## config.mk

```make
export PLATFORM = sky130hd
export DESIGN_NAME = acmd_top
export DESIGN_NICKNAME = d
export VERILOG_FILES = /design/src/design/acmd_pkg.sv /design/src/design/acmd_decode.sv /design/src/design/acmd_top.sv
export VERILOG_INCLUDE_DIRS = /design/src /design/src/design
export SDC_FILE = /design/constraint.sdc
export NUM_CORES = 1
export LEC_CHECK = 0
export BUFFER_PORTS_ARGS = -buffer_cell sky130_fd_sc_hd__buf_2
export CORE_MARGIN = 2
export CORE_UTILIZATION = 40
export DETAILED_ROUTE_END_ITERATION = 7
export GPL_TIMING_DRIVEN = 0
export PLACE_DENSITY_LB_ADDON = 0.2
export SLEW_MARGIN = 5
export SYNTH_ARGS = -nofsm -noshare
export SYNTH_HDL_FRONTEND = slang
export SYNTH_SLANG_ARGS = --single-unit
export TNS_END_PERCENT = 30
```

## constraint.sdc

```tcl
create_clock -name mclk -period 10.3 [get_ports mclk]
set_clock_uncertainty 0.1 [all_clocks]
set_input_delay 0.515 -clock mclk [delete_from_list [all_inputs] [get_ports mclk]]
set_output_delay 0.515 -clock mclk [all_outputs]
set_load 0.05 [all_outputs]
```

## src/design/acmd_map.svh

```systemverilog
// register offsets, field positions, reset values and timing figures of the command acceptor
`ifndef ACMD_MAP_SVH
`define ACMD_MAP_SVH

// ==========================================================================
// task file offsets
`define ACMD_OFS_FEATURE   4'h1
`define ACMD_OFS_SCOUNT    4'h2
`define ACMD_OFS_SNUM      4'h3
`define ACMD_OFS_CYLLO     4'h4
`define ACMD_OFS_CYLHI     4'h5
`define ACMD_OFS_DRVHD     4'h6
`define ACMD_OFS_CMD       4'h7
`define ACMD_OFS_CTRL      4'he

// ==========================================================================
// reset values
`define ACMD_RST_SCOUNT    8'h01
`define ACMD_RST_SNUM      8'h01
`define ACMD_RST_DRVHD     8'ha0

// ==========================================================================
// field positions
`define ACMD_DH_LBA        6
`define ACMD_DH_DRV        4
`define ACMD_ST_BUSY       7
`define ACMD_ST_RDY        6
`define ACMD_ST_DWF        5
`define ACMD_ST_DSC        4
`define ACMD_ST_DRQ        3
`define ACMD_ST_ERR        0
`define ACMD_ER_ABRT       2
`define ACMD_DC_SRST       2
`define ACMD_DC_NIEN       1

// ==========================================================================
// power mode replies loaded into the sector count
`define ACMD_PWR_STANDBY   8'h00
`define ACMD_PWR_IDLE      8'hff

// ==========================================================================
// timing
`define ACMD_CLK_MHZ       100
`define ACMD_DRQ2_US       700
`define ACMD_DRQ3_MS       20

`endif

```

## src/design/acmd_pkg.sv

```systemverilog
// types shared by the command acceptor modules
package acmd_pkg;

	// ======================================================================
	// acceptance class of a command code
	typedef enum logic [1:0] {
		ACMD_CLS_NONE = 2'h0,
		ACMD_CLS_1    = 2'h1,
		ACMD_CLS_2    = 2'h2,
		ACMD_CLS_3    = 2'h3
	} acmd_class_t;

	// ======================================================================
	// what the acceptor does with a command
	typedef enum logic [2:0] {
		ACMD_KIND_NOP   = 3'h0,
		ACMD_KIND_POWER = 3'h1,
		ACMD_KIND_MEDIA = 3'h2,
		ACMD_KIND_ERASE = 3'h3,
		ACMD_KIND_ABORT = 3'h4
	} acmd_kind_t;

	// ======================================================================
	// sequencer states, gray from idle through accept and prep to data
	typedef enum logic [2:0] {
		ACMD_ST_IDLE   = 3'b000,
		ACMD_ST_ACCEPT = 3'b001,
		ACMD_ST_PREP   = 3'b011,
		ACMD_ST_DATA   = 3'b010,
		ACMD_ST_EXEC   = 3'b110,
		ACMD_ST_FINISH = 3'b100
	} acmd_state_t;

endpackage : acmd_pkg

```

## src/design/acmd_decode.sv

```systemverilog
// command code decoder: class, action and parameter use
`timescale 1ns/1ns
module acmd_decode
	import acmd_pkg::*;
(
	input  wire logic [7:0]  cmd_code,
	output acmd_class_t      cmd_class,
	output acmd_kind_t       cmd_kind,
	output logic             cmd_use_head
);

	// ======================================================================
	// decode table
	typedef struct packed {
		acmd_class_t cls;
		acmd_kind_t  kind;
		logic        head;
	} acmd_dec_t;

	function automatic acmd_dec_t decode(input logic [7:0] code);
		acmd_dec_t d;
		d = '{ACMD_CLS_1, ACMD_KIND_MEDIA, 1'b0};
		// nibble families first, low nibble is don't-care
		case (code[7:4])
			4'h1:    return '{ACMD_CLS_1, ACMD_KIND_NOP, 1'b0};
			4'h7:    return '{ACMD_CLS_1, ACMD_KIND_NOP, 1'b1};
			default: d = d;
		endcase
		case (code)
			8'h00:               d = '{ACMD_CLS_1, ACMD_KIND_NOP, 1'b0};
			8'h98, 8'he5:        d = '{ACMD_CLS_1, ACMD_KIND_POWER, 1'b0};
			8'hc0:               d = '{ACMD_CLS_1, ACMD_KIND_ERASE, 1'b1};
			8'h30, 8'h31, 8'h38,
			8'hca, 8'h50:        d = '{ACMD_CLS_2, ACMD_KIND_MEDIA, 1'b1};
			8'he8:               d = '{ACMD_CLS_2, ACMD_KIND_MEDIA, 1'b0};
			8'hc5, 8'hcd, 8'h3c: d = '{ACMD_CLS_3, ACMD_KIND_MEDIA, 1'b1};
			8'hf8:               d = '{ACMD_CLS_1, ACMD_KIND_MEDIA, 1'b0};
			8'hf9, 8'h91, 8'hc8, 8'hc4, 8'h20, 8'h21,
			8'h40, 8'h41, 8'h87, 8'hf5:
			                     d = '{ACMD_CLS_1, ACMD_KIND_MEDIA, 1'b1};
			8'h90, 8'he7, 8'hec, 8'he3, 8'h97, 8'he1, 8'h95, 8'he4,
			8'h03, 8'hef, 8'hc6, 8'he6, 8'h99, 8'hb0, 8'he2, 8'h96,
			8'he0, 8'h94:        d = '{ACMD_CLS_1, ACMD_KIND_MEDIA, 1'b0};
			default:             d = '{ACMD_CLS_NONE, ACMD_KIND_ABORT, 1'b0};
		endcase
		return d;
	endfunction : decode

	// ======================================================================
	// outputs
	acmd_dec_t dec;
	assign dec          = decode(cmd_code);
	assign cmd_class    = dec.cls;
	assign cmd_kind     = dec.kind;
	assign cmd_use_head = dec.head;

endmodule : acmd_decode

```

## src/design/acmd_top.sv

```systemverilog
// task file command acceptance and dispatch sequencer
// Notes on behaviour
// - class 1 command raises busy quickly
// - class 2: busy, buffer, request, release
// - class 3: same with longer request deadline
// - legacy codes complete as no operation
// - sector writes, buffer write, format: class 2
// - multiple writes and write verify: class 3
// - native max and set max decoded
// - marked parameters are taken as valid
// - drive-only commands ignore head field
// - two power check codes, drive bit only
// - standby power check loads zero count
// - idle power check loads all ones
// - erase conditions sectors for later writes
// - erase never requests data, may fault
// - erase address from chs or lba fields
// - zero sector count means 256
// - data request set on need, next command clears
// - status read clears interrupt, alternate does not
//
// The register addresses and the address-and-strobe port are this design's own decisions.
`timescale 1ns/1ns
`include "acmd_map.svh"
module acmd_top
	import acmd_pkg::*;
#(
	parameter int unsigned DRQ2_CYCLES = `ACMD_DRQ2_US * `ACMD_CLK_MHZ,
	parameter int unsigned DRQ3_CYCLES = `ACMD_DRQ3_MS * 1000 * `ACMD_CLK_MHZ,
	parameter int unsigned CNT_W       = 22
)(
	input  wire logic        mclk,
	input  wire logic        reset,
	input  wire logic [3:0]  reg_addr,
	input  wire logic [7:0]  reg_wdata,
	input  wire logic        reg_wr,
	input  wire logic        reg_rd,
	output logic      [7:0]  reg_rdata,
	output logic             busy_flag,
	output logic             data_request_flag,
	output logic             intrq,
	input  wire logic        card_ready,
	input  wire logic        card_drive,
	input  wire logic        card_standby,
	output logic             media_start,
	output logic      [7:0]  media_cmd,
	output logic      [7:0]  media_feature,
	output logic      [8:0]  media_count,
	output logic      [27:0] media_addr,
	output logic             media_lba,
	output logic             media_erase,
	output logic             media_buf_prep,
	input  wire logic        media_buf_ready,
	input  wire logic        media_data_req,
	input  wire logic        media_xfer_done,
	input  wire logic        media_done,
	input  wire logic        media_fault
);

	// ======================================================================
	// functions
	// a zero count asks for a full 256 sectors
	function automatic logic [8:0] sectors(input logic [7:0] sc);
		return (sc == 8'h00) ? 9'h100 : {1'b0, sc};
	endfunction : sectors

	// ======================================================================
	// storage
	logic [7:0]  feature_param_reg;
	logic [7:0]  sector_count_reg;
	logic [7:0]  sector_number_reg;
	logic [15:0] cylinder_regs;
	logic [7:0]  drive_head_reg;
	logic [7:0]  cmd_reg;
	logic        write_fault_flag;
	logic        err_flag;
	logic        abort_flag;
	logic        int_pend;
	logic        int_off;
	logic        soft_rst;
	acmd_state_t state;
	acmd_class_t cls_q;
	logic [CNT_W-1:0] wait_cnt;

	// ======================================================================
	// register port decode
	wire sel_feat  = (reg_addr == `ACMD_OFS_FEATURE);
	wire sel_sc    = (reg_addr == `ACMD_OFS_SCOUNT);
	wire sel_sn    = (reg_addr == `ACMD_OFS_SNUM);
	wire sel_cl    = (reg_addr == `ACMD_OFS_CYLLO);
	wire sel_ch    = (reg_addr == `ACMD_OFS_CYLHI);
	wire sel_dh    = (reg_addr == `ACMD_OFS_DRVHD);
	wire sel_cmd   = (reg_addr == `ACMD_OFS_CMD);
	wire sel_ctrl  = (reg_addr == `ACMD_OFS_CTRL);
	// task file is locked to the host while busy
	wire tf_wr     = reg_wr && !busy_flag && !soft_rst;
	wire mine      = (drive_head_reg[`ACMD_DH_DRV] == card_drive);
	wire cmd_wr    = tf_wr && sel_cmd && mine;
	wire stat_rd   = reg_rd && sel_cmd;
	wire ctrl_wr   = reg_wr && sel_ctrl;

	// ======================================================================
	// decoder
	acmd_class_t dec_class;
	acmd_kind_t  dec_kind;
	logic        dec_head;

	acmd_decode u_decode (
		.cmd_code     (cmd_reg),
		.cmd_class    (dec_class),
		.cmd_kind     (dec_kind),
		.cmd_use_head (dec_head)
	);

	// ======================================================================
	// status byte and read mux
	wire [7:0] status_byte = {busy_flag, card_ready, write_fault_flag, card_ready,
	                          data_request_flag, 1'b0, 1'b0, err_flag};
	wire [7:0] error_byte  = {5'h00, abort_flag, 2'h0};
	wire [7:0] rd_mux =
		sel_feat ? error_byte :
		sel_sc   ? sector_count_reg :
		sel_sn   ? sector_number_reg :
		sel_cl   ? cylinder_regs[7:0] :
		sel_ch   ? cylinder_regs[15:8] :
		sel_dh   ? drive_head_reg :
		(sel_cmd || sel_ctrl) ? status_byte : 8'h00;

	// ======================================================================
	// sequencer conditions
	wire [CNT_W-1:0] drq_limit = (cls_q == ACMD_CLS_3) ? DRQ3_CYCLES[CNT_W-1:0]
	                                                   : DRQ2_CYCLES[CNT_W-1:0];
	wire prep_late  = (wait_cnt >= drq_limit - 1'b1);
	wire go_prep    = (state == ACMD_ST_ACCEPT) && (dec_class == ACMD_CLS_2 ||
	                  dec_class == ACMD_CLS_3);
	wire go_exec    = (state == ACMD_ST_ACCEPT) && (dec_kind == ACMD_KIND_MEDIA ||
	                  dec_kind == ACMD_KIND_ERASE) && !go_prep;
	wire buf_ok     = (state == ACMD_ST_PREP) && media_buf_ready;
	wire finish     = (state == ACMD_ST_FINISH);
	wire pwr_reply  = (state == ACMD_ST_ACCEPT) && (dec_kind == ACMD_KIND_POWER);
	wire do_abort   = ((state == ACMD_ST_ACCEPT) && (dec_kind == ACMD_KIND_ABORT)) ||
	                  ((state == ACMD_ST_PREP) && !media_buf_ready && prep_late);
	wire back_done  = (state == ACMD_ST_EXEC || state == ACMD_ST_DATA) && media_done;

	acmd_state_t next_state;
	always_comb begin
		next_state = state;
		case (state)
			ACMD_ST_IDLE:   if (cmd_wr) next_state = ACMD_ST_ACCEPT;
			ACMD_ST_ACCEPT: begin
				if (go_prep)
					next_state = ACMD_ST_PREP;
				else if (go_exec)
					next_state = ACMD_ST_EXEC;
				else
					next_state = ACMD_ST_FINISH;
			end
			ACMD_ST_PREP: begin
				if (buf_ok)
					next_state = ACMD_ST_DATA;
				else if (prep_late)
					next_state = ACMD_ST_FINISH;
			end
			ACMD_ST_DATA:   if (media_done) next_state = ACMD_ST_FINISH;
			ACMD_ST_EXEC:   if (media_done) next_state = ACMD_ST_FINISH;
			ACMD_ST_FINISH: next_state = ACMD_ST_IDLE;
			default:        next_state = ACMD_ST_IDLE;
		endcase
	end

	// ======================================================================
	// sequencer state, soft reset holds it idle
	always_ff @(posedge mclk or posedge reset) begin
		if (reset)
			state <= ACMD_ST_IDLE;
		else if (soft_rst)
			state <= ACMD_ST_IDLE;
		else
			state <= next_state;
	end

	// deadline counter for the class 2 and 3 buffer set-up
	always_ff @(posedge mclk or posedge reset) begin
		if (reset)
			wait_cnt <= '0;
		else if (state == ACMD_ST_PREP)
			wait_cnt <= wait_cnt + 1'b1;
		else
			wait_cnt <= '0;
	end

	// ======================================================================
	// device control: soft reset and interrupt disable, writable while busy
	always_ff @(posedge mclk or posedge reset) begin
		if (reset) begin
			soft_rst <= 1'b0;
			int_off  <= 1'b0;
		end else if (ctrl_wr) begin
			soft_rst <= reg_wdata[`ACMD_DC_SRST];
			int_off  <= reg_wdata[`ACMD_DC_NIEN];
		end
	end

	// ======================================================================
	// parameter registers, sector count also takes the power reply
	always_ff @(posedge mclk or posedge reset) begin
		if (reset) begin
			feature_param_reg <= 8'h00;
			sector_number_reg <= `ACMD_RST_SNUM;
			cylinder_regs     <= 16'h0000;
			drive_head_reg    <= `ACMD_RST_DRVHD;
			cmd_reg           <= 8'h00;
		end else begin
			if (tf_wr && sel_feat) feature_param_reg   <= reg_wdata;
			if (tf_wr && sel_sn)   sector_number_reg   <= reg_wdata;
			if (tf_wr && sel_cl)   cylinder_regs[7:0]  <= reg_wdata;
			if (tf_wr && sel_ch)   cylinder_regs[15:8] <= reg_wdata;
			if (tf_wr && sel_dh)   drive_head_reg      <= reg_wdata;
			if (cmd_wr)            cmd_reg             <= reg_wdata;
		end
	end

	always_ff @(posedge mclk or posedge reset) begin
		if (reset)
			sector_count_reg <= `ACMD_RST_SCOUNT;
		else if (pwr_reply)
			sector_count_reg <= card_standby ? `ACMD_PWR_STANDBY
			                                 : `ACMD_PWR_IDLE;
		else if (tf_wr && sel_sc)
			sector_count_reg <= reg_wdata;
	end

	// ======================================================================
	// busy: set on the edge after the command write, well inside 400 ns
	always_ff @(posedge mclk or posedge reset) begin
		if (reset)
			busy_flag <= 1'b0;
		else if (soft_rst)
			busy_flag <= 1'b0;
		else if (cmd_wr)
			busy_flag <= 1'b1;
		else if (buf_ok || finish)
			busy_flag <= 1'b0;
	end

	// data request: buffer ready or back end need; erase never gets here
	always_ff @(posedge mclk or posedge reset) begin
		if (reset)
			data_request_flag <= 1'b0;
		else if (soft_rst || cmd_wr)
			data_request_flag <= 1'b0;
		else if (buf_ok || (media_data_req && state == ACMD_ST_EXEC &&
		         cls_q == ACMD_CLS_1 && !media_erase))
			data_request_flag <= 1'b1;
		else if (media_xfer_done)
			data_request_flag <= 1'b0;
	end

	// ======================================================================
	// completion status, cleared by the next command
	always_ff @(posedge mclk or posedge reset) begin
		if (reset) begin
			err_flag         <= 1'b0;
			abort_flag       <= 1'b0;
			write_fault_flag <= 1'b0;
		end else if (soft_rst || cmd_wr) begin
			err_flag         <= 1'b0;
			abort_flag       <= 1'b0;
			write_fault_flag <= 1'b0;
		end else if (do_abort) begin
			err_flag         <= 1'b1;
			abort_flag       <= 1'b1;
		end else if (back_done && media_fault) begin
			err_flag         <= 1'b1;
			write_fault_flag <= 1'b1;
		end
	end

	// interrupt pending: completion set wins over a status read clear
	always_ff @(posedge mclk or posedge reset) begin
		if (reset)
			int_pend <= 1'b0;
		else if (soft_rst)
			int_pend <= 1'b0;
		else if (finish)
			int_pend <= 1'b1;
		else if (stat_rd)
			int_pend <= 1'b0;
	end

	assign intrq = int_pend && !int_off;

	// ======================================================================
	// back end dispatch, latched so outputs other than the one-cycle start pulse stand for the whole command
	always_ff @(posedge mclk or posedge reset) begin
		if (reset) begin
			media_start    <= 1'b0;
			media_cmd      <= 8'h00;
			media_feature  <= 8'h00;
			media_count    <= 9'h000;
			media_addr     <= 28'h0000000;
			media_lba      <= 1'b0;
			media_erase    <= 1'b0;
			media_buf_prep <= 1'b0;
			cls_q          <= ACMD_CLS_NONE;
		end else begin
			media_start <= go_prep || go_exec;
			if (state == ACMD_ST_ACCEPT) begin
				cls_q          <= dec_class;
				media_cmd      <= cmd_reg;
				media_feature  <= feature_param_reg;
				media_count    <= sectors(sector_count_reg);
				media_lba      <= drive_head_reg[`ACMD_DH_LBA];
				// head nibble only passes for commands that use it
				media_addr     <= {dec_head ? drive_head_reg[3:0] : 4'h0,
				                   cylinder_regs, sector_number_reg};
				media_erase    <= (dec_kind == ACMD_KIND_ERASE);
				media_buf_prep <= go_prep;
			end else if (state == ACMD_ST_IDLE) begin
				media_buf_prep <= 1'b0;
			end
		end
	end

	// ======================================================================
	// read data stands in the cycle after the strobe only
	always_ff @(posedge mclk or posedge reset) begin
		if (reset)
			reg_rdata <= 8'h00;
		else if (reg_rd)
			reg_rdata <= rd_mux;
		else
			reg_rdata <= 8'h00;
	end

endmodule : acmd_top

```

# After elaboration in Yosys (flattened, before gate mapping)
# Index checks and enable logic that the tools add are counted.
# classes
addsub	2
mul	0
div_mod_pow	0
n_lt_le_gt_ge	1
n_eq_ne	69
shift	0
n_mux	45
bitwise	0
n_reduce_logical	61
# ops
operator	count
8-bit == test (second input constant)	31
8-bit two-way mux	11
8-bit by 6-bit == test with 1-bit output (second input constant)	6
6-bit case mux with 8 select lines	1
1-bit logical AND	26
8-bit by 7-bit == test with 1-bit output (second input constant)	3
22-bit by 1-bit adder with 22-bit output (second input constant)	1
22-bit greater-or-equal comparator	1
22-bit two-way mux	1
21-bit by 1-bit subtractor with 22-bit output (second input constant)	1
21-bit two-way mux	1
4-bit by 3-bit == test with 1-bit output (second input constant)	5
1-bit two-way mux	19
19-bit OR reduction	1
3-bit two-way mux	6
8-bit zero test	2
3-bit by 2-bit == test with 1-bit output (second input constant)	4
3-bit case mux with 4 select lines	1
6-bit case mux with 2 select lines	1
3-bit nonzero test	4
10-bit OR reduction	1
3-bit == test (second input constant)	3
1-bit logical OR	9
9-bit two-way mux	1
23 further kinds	38
# totals
ff_bits	156
latchBits	0
mem_bits_rw	0
romBits	0
out_inout_bits	68
elab_cells	205
memories	0

# Depth between registers and ports, before layout
# Gate-level depths: netlist of the first run.
# logic_depth
word_depth	13
mapped_depth	9
ltp_nobuf	9

# Hierarchy
# Synthesis of the first run repeated with hierarchy kept, for this count alone.
# hier_totals
hier_cells	733
area_unflattened_um2	7409.6
# modules_own_cells
module	n_inst	cells_per_inst	area_per_inst_um2	seq_area_each_um2
acmd_top	1	663	6924.1	3908.7
acmd_decode	1	70	485.5	0.0

# Least setup slack after synthesis of the first run
# Ideal clock, no wire load.
# synth_path
path_type	register to register
start	register cls_q[0]
end	register state[2]
setup_time_ns	0.125
arrival_ns	2.290
t_required_ns	10.075
setup_slack_ns	7.785
path_stages_with_launch	9
path_cell_list	dfrtp_1 > nand2_1 > inv_1 > ha_1 > or4b_2 > a31oi_1 > a211o_1 > and2b_1 > mux2_2
# synth_via
elab_chain_cells	6
# synth_lines
item	line	rtl
start: declaration	acmd_top.sv:82	acmd_class_t cls_q;
start signal: assignment	acmd_top.sv:309	cls_q <= dec_class;
2-bit == test	acmd_top.sv:131	wire [CNT_W-1:0] drq_limit = (cls_q == ACMD_CLS_3) ? DRQ3_CYCLES[CNT_W-1:0]
21-bit two-way mux	acmd_top.sv:131	
21-bit by 1-bit subtractor with 22-bit output	acmd_top.sv:133	wire prep_late = (wait_cnt >= drq_limit - 1'b1);
22-bit greater-or-equal comparator	acmd_top.sv:133	
4-bit inequality test (no line)	n/a	
3-bit AND reduction (no line)	n/a	
end signal: assignment	acmd_top.sv:179	state <= next_state;
end: declaration	acmd_top.sv:81	acmd_state_t state;
# No other way between the ends.
# A chain may end at the register's enable or synchronous reset.

# Worst setup path after layout of the first run
# Same ends and word-level chain as after synthesis.

==> qor.yml, run 1 <==
status: "finished, violations left"
violations: "design-rule violations"
yosysMostFrequentCell: "nand2_1"
final_cells: 1077
fp.dieH_um: 140.1
synthTopCellsByCount: "nand2_1, dfrtp_1, mux2_2"
syn-num-nets: 761
worstPathArrival_ns: 3.04
clk_latency_ns: 0.43
grt_pass1_wl_mm: 32.14
postCtsHoldBufs: 0
cts_buffers: 17
ant_nets: 0
syn2layout_area_growth_pct: 18.10
leakage_nw: 4.222
ys_seq_area_share_pct: 52.74
hold_violations: 0
endpoint_kind: "flip-flop"
largest_reg_flops: 28
yosys-top-cells-area: "dfrtp_1, nand2_1, mux2_2"
use_met3_pct: 3.966
fin_util_pct: 48.39
required_ns: 10.51
postCtsResizedCells: 0
start_util_pct: 40.98
dieArea_mm2: 0.01963
maxCapViolations: 0
hold_class: "input pin to async pin"
avgViaCountPerCell: 5.333
die_x_um: 140.1
ios: 92
cts.path.max_buffers: 2
p_per_area_mw_per_mm2: 282.3
grt_use_met2_pct: 33.19
grt-ovfl-total: 0
worst_slew_pin_slew_ns: 0.7099
period_share_pct: 27.48
mappedNetlistArea_mm2: 0.007411
place_hpwl_mm: 13.64
wl_mm: 19.69
grt_antenna_before_repair: 0
ys.flop_type: "dfrtp_1"
drtIter0Drc: 448
synth-edff-count: 0
clkSinkCount: 156
synth_top_area_share_pct: 51.33
path_class: "flip-flop to flip-flop"
worst_hold_slack_ns: 0.08400
cp-start-kind: "flip-flop"
cts.clk_slew.worst_paths_ns: 0.07
async_flop_share_pct: 100.0
rsz0062_at_grt: "no"
synth_warnings: 0
finalNetCount: 870
max_flop_register: "media_addr"
min_period_ns: 2.830
grt-busiest-layer: "met2"
cts_tree: "yes"
rows: 49
drive_gt1_share_pct: 24.06
setup_tns_ns: 0
drt_drc_violations_left: 5
gr-usage-met1_pct: 29.67
setup_ws_ns: 7.470
crit_fanout: 8
root_buffer: "clkbuf_16"
num_antenna_cells: 0
grt_start_max_net_pins: 90
vias: 5744
ys_ff_latch: 156
setup_viol: 0
place_congestion: 0.8842
top_regs: "media_addr (28), wait_cnt (22), cylinder_regs (16)"
place.port_buffers: 89
pre_cts_ws_ns: 7.474
relSlewSlack_pct: 51.45
synth.largest_area_cell: "dfrtp_1"
grt_pass1_vias: 5805
final_area_mm2: 0.008752
drv_slew: 0
syn_inst: 726
fillCellCount: 1714
synth.distinct_cells: 71
synth.avg_cell_area_um2: 10.21
power_mw: 2.471
timing.fmax_ghz: 0.3533
groute.usage.overall_pct: 20.98
cts_setup_buffers: 0
first_pass_iters: 8
dpl-instance-area_mm2: 0.008178
cts.htree.levels: 4
dp.cells: 1045
ir_drop_v: 0.0001358
core_area_mm2: 0.01809
drt-wirelength-per-cell_um: 18.28
-- metal layers --
layer | up-vias | share of wire (%)
li1 | 2754 | -
met1 | 2818 | 48
met2 | 152 | 47
met3 | 20 | 4.4
met4 | 0 | 1.2
met5 | - | 0
-- cells in the final DEF, fill, tap and decap left out, types with 11 or more instances in the layout --
| cell type | Yosys | routed |
|---|---|---|
| inv_1 | 13 | 12 |
| mux2i_1 | 22 | 22 |
| xnor2_1 | 11 | 11 |
| ha_1 | 11 | 11 |
| nand3_1 | 16 | 16 |
| dfrtp_1 | 152 | 152 |
| nor2_1 | 38 | 38 |
| a21oi_1 | 21 | 21 |
| o21ai_0 | 15 | 15 |
| nand2_1 | 190 | 190 |
| clkbuf_1 | 24 | 25 |
| mux2_2 | 51 | 51 |
| clkbuf_16 | 0 | 17 |
| buf_2 | 10 | 99 |
-- critical path, cell delays in order, from the launching register on --
cell	delay (ns)
dfrtp_1	0.39
nand2_1	0.27
inv_1	0.16
ha_1	0.31
or4b_2	0.61
a31oi_1	0.20
a211o_1	0.17
and2b_1	0.18
mux2_2	0.34
-- path summary, 6_finish.rpt --
check,from,endpoint,slack (ns),depth (start not counted)
max in group asynchronous,reset,drive_head_reg[7],9.22,3
min in group mclk,media_data_req,data_request_flag,0.24,3
hold reg to reg,media_addr[17],media_addr[17],0.37,2
setup / recovery,cls_q[0],state[2],7.47,8
hold / removal,reset,media_addr[10],0.08,2
setup reg to reg,cls_q[0],state[2],7.47,8
-- final cells by class --
| class | instances | area (um2) | area share, % |
|---|---|---|---|
| Buffer | 37 | 155.1 | 1.773 |
| Clock buffer | 19 | 442.9 | 5.061 |
| Clock inverter | 13 | 131.4 | 1.501 |
| Inverter | 13 | 56.30 | 0.6433 |
| Multi-Input combinational cell | 520 | 3298 | 37.68 |
| Sequential cell | 156 | 3909 | 44.66 |
| Tap cell | 229 | 286.5 | 3.274 |
| Timing Repair Buffer | 90 | 473.0 | 5.404 |
-- cell families (layout without fill, tap and decap cells) --
| logic type | count (synthesis) | after routing | synth area share (%) |
|---|---|---|---|
| muxes | 73 | 73 | 10.72 |
| and+or+nand+nor | 324 | 324 | 20.87 |
| buffers and inverters | 50 | 172 | 2.752 |
| DFF | 156 | 156 | 52.74 |
| adders and majority gates | 11 | 11 | 1.857 |
| xor gates and xnor gates | 21 | 21 | 2.482 |
| AOI/OAI and AO/OA | 91 | 91 | 8.577 |
-- power by group --
group / internal (mW) / switching [mW]
Combinational: 0.259 / 0.676
Sequential: 0.792 / 0.125
Clock: 0.346 / 0.274
No activity file was read; power rests on OpenSTA's default activity.
==> run 2: changes to the inputs <==
- ABC_AREA: default -> 1
- clock period: 10.3 -> 2.3 ns (I/O delays scaled with it)
==> run 2 against run 1 <==
  * The flow now finishes without violations
  * Clock power grew to 4.8 times the previous value
  * Via count grew 13%
  * Clock-buffer cell count is the same
  * Fmax grew 31%
  * Sequential cell count is the same
  * Sequential share of layout area shrank 1.3 points
  * Power grew to 4.6 times the previous value
  * Global-route usage grew 0.98 points
==> qor.yml, run 2 <==
required_ns: 2.56  # was 10.51 ns
ir_drop_v: 0.0008048  # was 0.0001358 V
cts_buffers: 17  # unchanged
netSwitchingFraction_pct: 44.40  # was 43.50%
yosys.area_share.simple_pct: 24.21  # was 20.87%
fillCellCount: 1798  # was 1714
grt_start_max_net_pins: 41  # was 90
ys_ff_latch: 156  # unchanged
synth_top_area_share_pct: 51.76  # was 51.33%
groute.usage.overall_pct: 21.96  # was 20.98%
drt_drc_violations_left: 0  # was 5
muxShareOfSynthArea_pct: 0  # was 10.72%
multi_input_area_mm2: 0.002967  # was 0.003298 mm2
synthAdderAreaFrac_pct: 1.873  # was 1.857%
hold_violations: 0  # unchanged
core_area_mm2: 0.01802  # was 0.01809 mm2
timing.fmax_ghz: 0.4627  # was 0.3533 GHz
first_pass_iters: 5  # was 8
syn2layout_area_growth_pct: 22.78  # was 18.10%
yosys-top-cells-area: "dfrtp_1, nand2_1, o21ai_0"  # was dfrtp_1, nand2_1, mux2_2
drtIter0Drc: 431  # was 448
synth_warnings: 0  # unchanged
cts.clk_slew.worst_paths_ns: 0.06  # was 0.07 ns
mappedNetlistArea_mm2: 0.007348  # was 0.007411 mm2
ys.flop_type: "dfrtp_1"  # unchanged
grt_pass1_wl_mm: 33.22  # was 32.14 mm
share_seq_of_total_power_pct: 36.6  # was 37.1%
synth.distinct_cells: 43  # was 71
clkSinkCount: 156  # unchanged
dieArea_mm2: 0.01947  # was 0.01963 mm2
yosys.area_share.xor_xnor_pct: 0.7151  # was 2.482%
path_class: "flip-flop to flip-flop"  # unchanged
rsz0062_at_grt: "yes"  # was no
pre_cts_ws_ns: 0.1176  # was 7.474 ns
finalNetCount: 1062  # was 870
cts.htree.levels: 4  # unchanged
root_buffer: "clkbuf_16"  # unchanged
synth-edff-count: 0  # unchanged
drt-wirelength-per-cell_um: 16.87  # was 18.28 um
syn_inst: 892  # was 726
synthTopCellsByCount: "nand2_1, dfrtp_1, o21ai_0"  # was nand2_1, dfrtp_1, mux2_2
fp.dieH_um: 139.5  # was 140.1 um
rows: 49  # unchanged
vias: 6510  # was 5744
ys_seq_area_share_pct: 53.19  # was 52.74%
wl_mm: 21.40  # was 19.69 mm
grt_pass1_vias: 5977  # was 5805
cts_tree: "yes"  # unchanged
largest_reg_flops: 28  # unchanged
num_antenna_cells: 0  # unchanged
ios: 92  # unchanged
worstPathArrival_ns: 2.42  # was 3.04 ns
final_cells: 1269  # was 1077
min_period_ns: 2.161  # was 2.830 ns
synth_compound_area_share_pct: 13.30  # was 8.577%
clk_latency_ns: 0.43  # about the same
yosysMostFrequentCell: "nand2_1"  # unchanged
layout_commonest_cell: "nand2_1"  # unchanged
start_util_pct: 40.77  # was 40.98%
async_flop_share_pct: 100.0  # unchanged
synth.avg_cell_area_um2: 8.238  # was 10.21 um2
grt-ovfl-total: 0  # unchanged
endpoint_kind: "flip-flop"  # unchanged
hold_class: "input pin to flip-flop"  # was input pin to async pin
pwr-share-comb_pct: 37.1  # was 37.8%
setup_ws_ns: 0.1385  # was 7.470 ns
most-common-layout-cells: "nand2_1, dfrtp_1, o21ai_0, buf_2, inv_1"  # was nand2_1, dfrtp_1, buf_2, mux2_2, nor2_1
ant_nets: 0  # unchanged
synth_top_family_by_area: "simple AND/OR/NAND/NOR gates"  # unchanged
power_frac_clock_pct: 26.3  # was 25.1%
drv_slew: 0  # unchanged
cp-start-kind: "flip-flop"  # unchanged
setup_viol: 0  # unchanged
period_share_pct: 93.98  # was 27.48%
drive_gt1_share_pct: 18.08  # was 24.06%
p_per_area_mw_per_mm2: 1264  # was 282.3 mW/mm2
power_report.internal_total_mw: 6.340  # was 1.396 mW
synth.largest_area_cell: "dfrtp_1"  # unchanged
syn-num-nets: 927  # was 761
maxCapViolations: 0  # unchanged
seq_area_mm2: 0.003909  # unchanged
leakage_nw: 4.621  # was 4.222 nW
avgViaCountPerCell: 5.130  # was 5.333
place_hpwl_mm: 15.45  # was 13.64 mm
place_congestion: 0.8909  # was 0.8842
worst_slew_pin_slew_ns: 0.8629  # was 0.7099 ns
top_regs: "media_addr (28), wait_cnt (22), cylinder_regs (16)"  # unchanged
dp.cells: 1216  # was 1045
die_x_um: 139.5  # was 140.1 um
place.port_buffers: 91  # was 89
grt_antenna_before_repair: 0  # unchanged
status: "finished, final reports clean"  # was finished, violations left
crit_fanout: 10  # was 8
cts.path.max_buffers: 2  # unchanged
p_sw_mw: 5.062  # was 1.075 mW
max_flop_register: "media_addr"  # unchanged
relSlewSlack_pct: 42.47  # was 51.45%
==> run 2: what timing repair did <==
action	4_1_cts	5_1_grt
resized for setup	0	5
setup buffers	0	2
endpoints found under the hold margin	41	0
endpoints found under the setup margin	0	7
hold buffers	19	0
==> run 2: power groups by stage <==
stage	clock, mW	sequential [mW]	combinational [mW]
2_1_floorplan	0	5.61	1.54
3_3_place_gp	0	4.20	4.15
3_5_place_dp	0	4.20	4.20
4_1_cts	3.03	4.17	4.25
5_1_grt	3.14	4.27	4.59
6_report	2.99	4.18	4.23
==> run 2: metal layers <==
layer  track usage [%]  part of all wire (%)
met2             32.46                    44
met4             6.579                   1.9
met5                 0                     0
met1             32.53                    48
met3             4.818                   5.9
==> run 2: logic make-up after synthesis <==
family	count (synthesis)
xor gates and xnor gates	6
buffers and inverters	129
DFF	156
and+or+nand+nor	414
adders and majority gates	11
AOI/OAI and AO/OA	176
==> run 2: final cells by class <==
type	instances	area share, %
multi-input cells	607	32.88
clock inverters	13	1.997
inverters	108	4.535
flip-flops and latches	156	43.32
well taps	229	3.176
clock buffers	19	4.909
plain buffers	21	0.9707
repair buffers	116	8.210
==> run 2: worst max-delay path, cell delays in order (launching register included) <==
cell	delay [ns]
dfrtp_1	0.46
nor2_1	0.16
nand2_1	0.17
inv_2	0.20
clkbuf_1	0.68
o21ai_0	0.22
nand2_1	0.10
==> run 2: through the flow <==
step                      setup TNS, ns  instance area (um2)  hold WS [ns]  total power [mW]  util (%)
final                                 0                 9022       0.01957             11.40     50.06
after global routing           -0.01506                 9022       0.03928             12.00     50.06
after CTS                             0                 8987      0.004033             11.44     49.86
after detailed placement              0                 8174        0.1242             8.405     45.35
after global placement          -144.10                 8094        0.2999             8.354     44.90
after floorplan                       0                 7352        0.1615             7.158         -
==> run 2: final timing paths <==
kind                        startpoint           endpoint  slack (ns)  cells after the start
min in group asynchronous        reset      media_addr[1]        0.20                      3
min reg2reg                wait_cnt[0]        wait_cnt[0]        0.36                      1
min                        reg_addr[3]            int_off        0.02                      3
max in group asynchronous        reset  drive_head_reg[5]        1.00                      5
max reg2reg                   state[2]           cls_q[0]        0.14                      6
max                           state[2]           cls_q[0]        0.14                      6
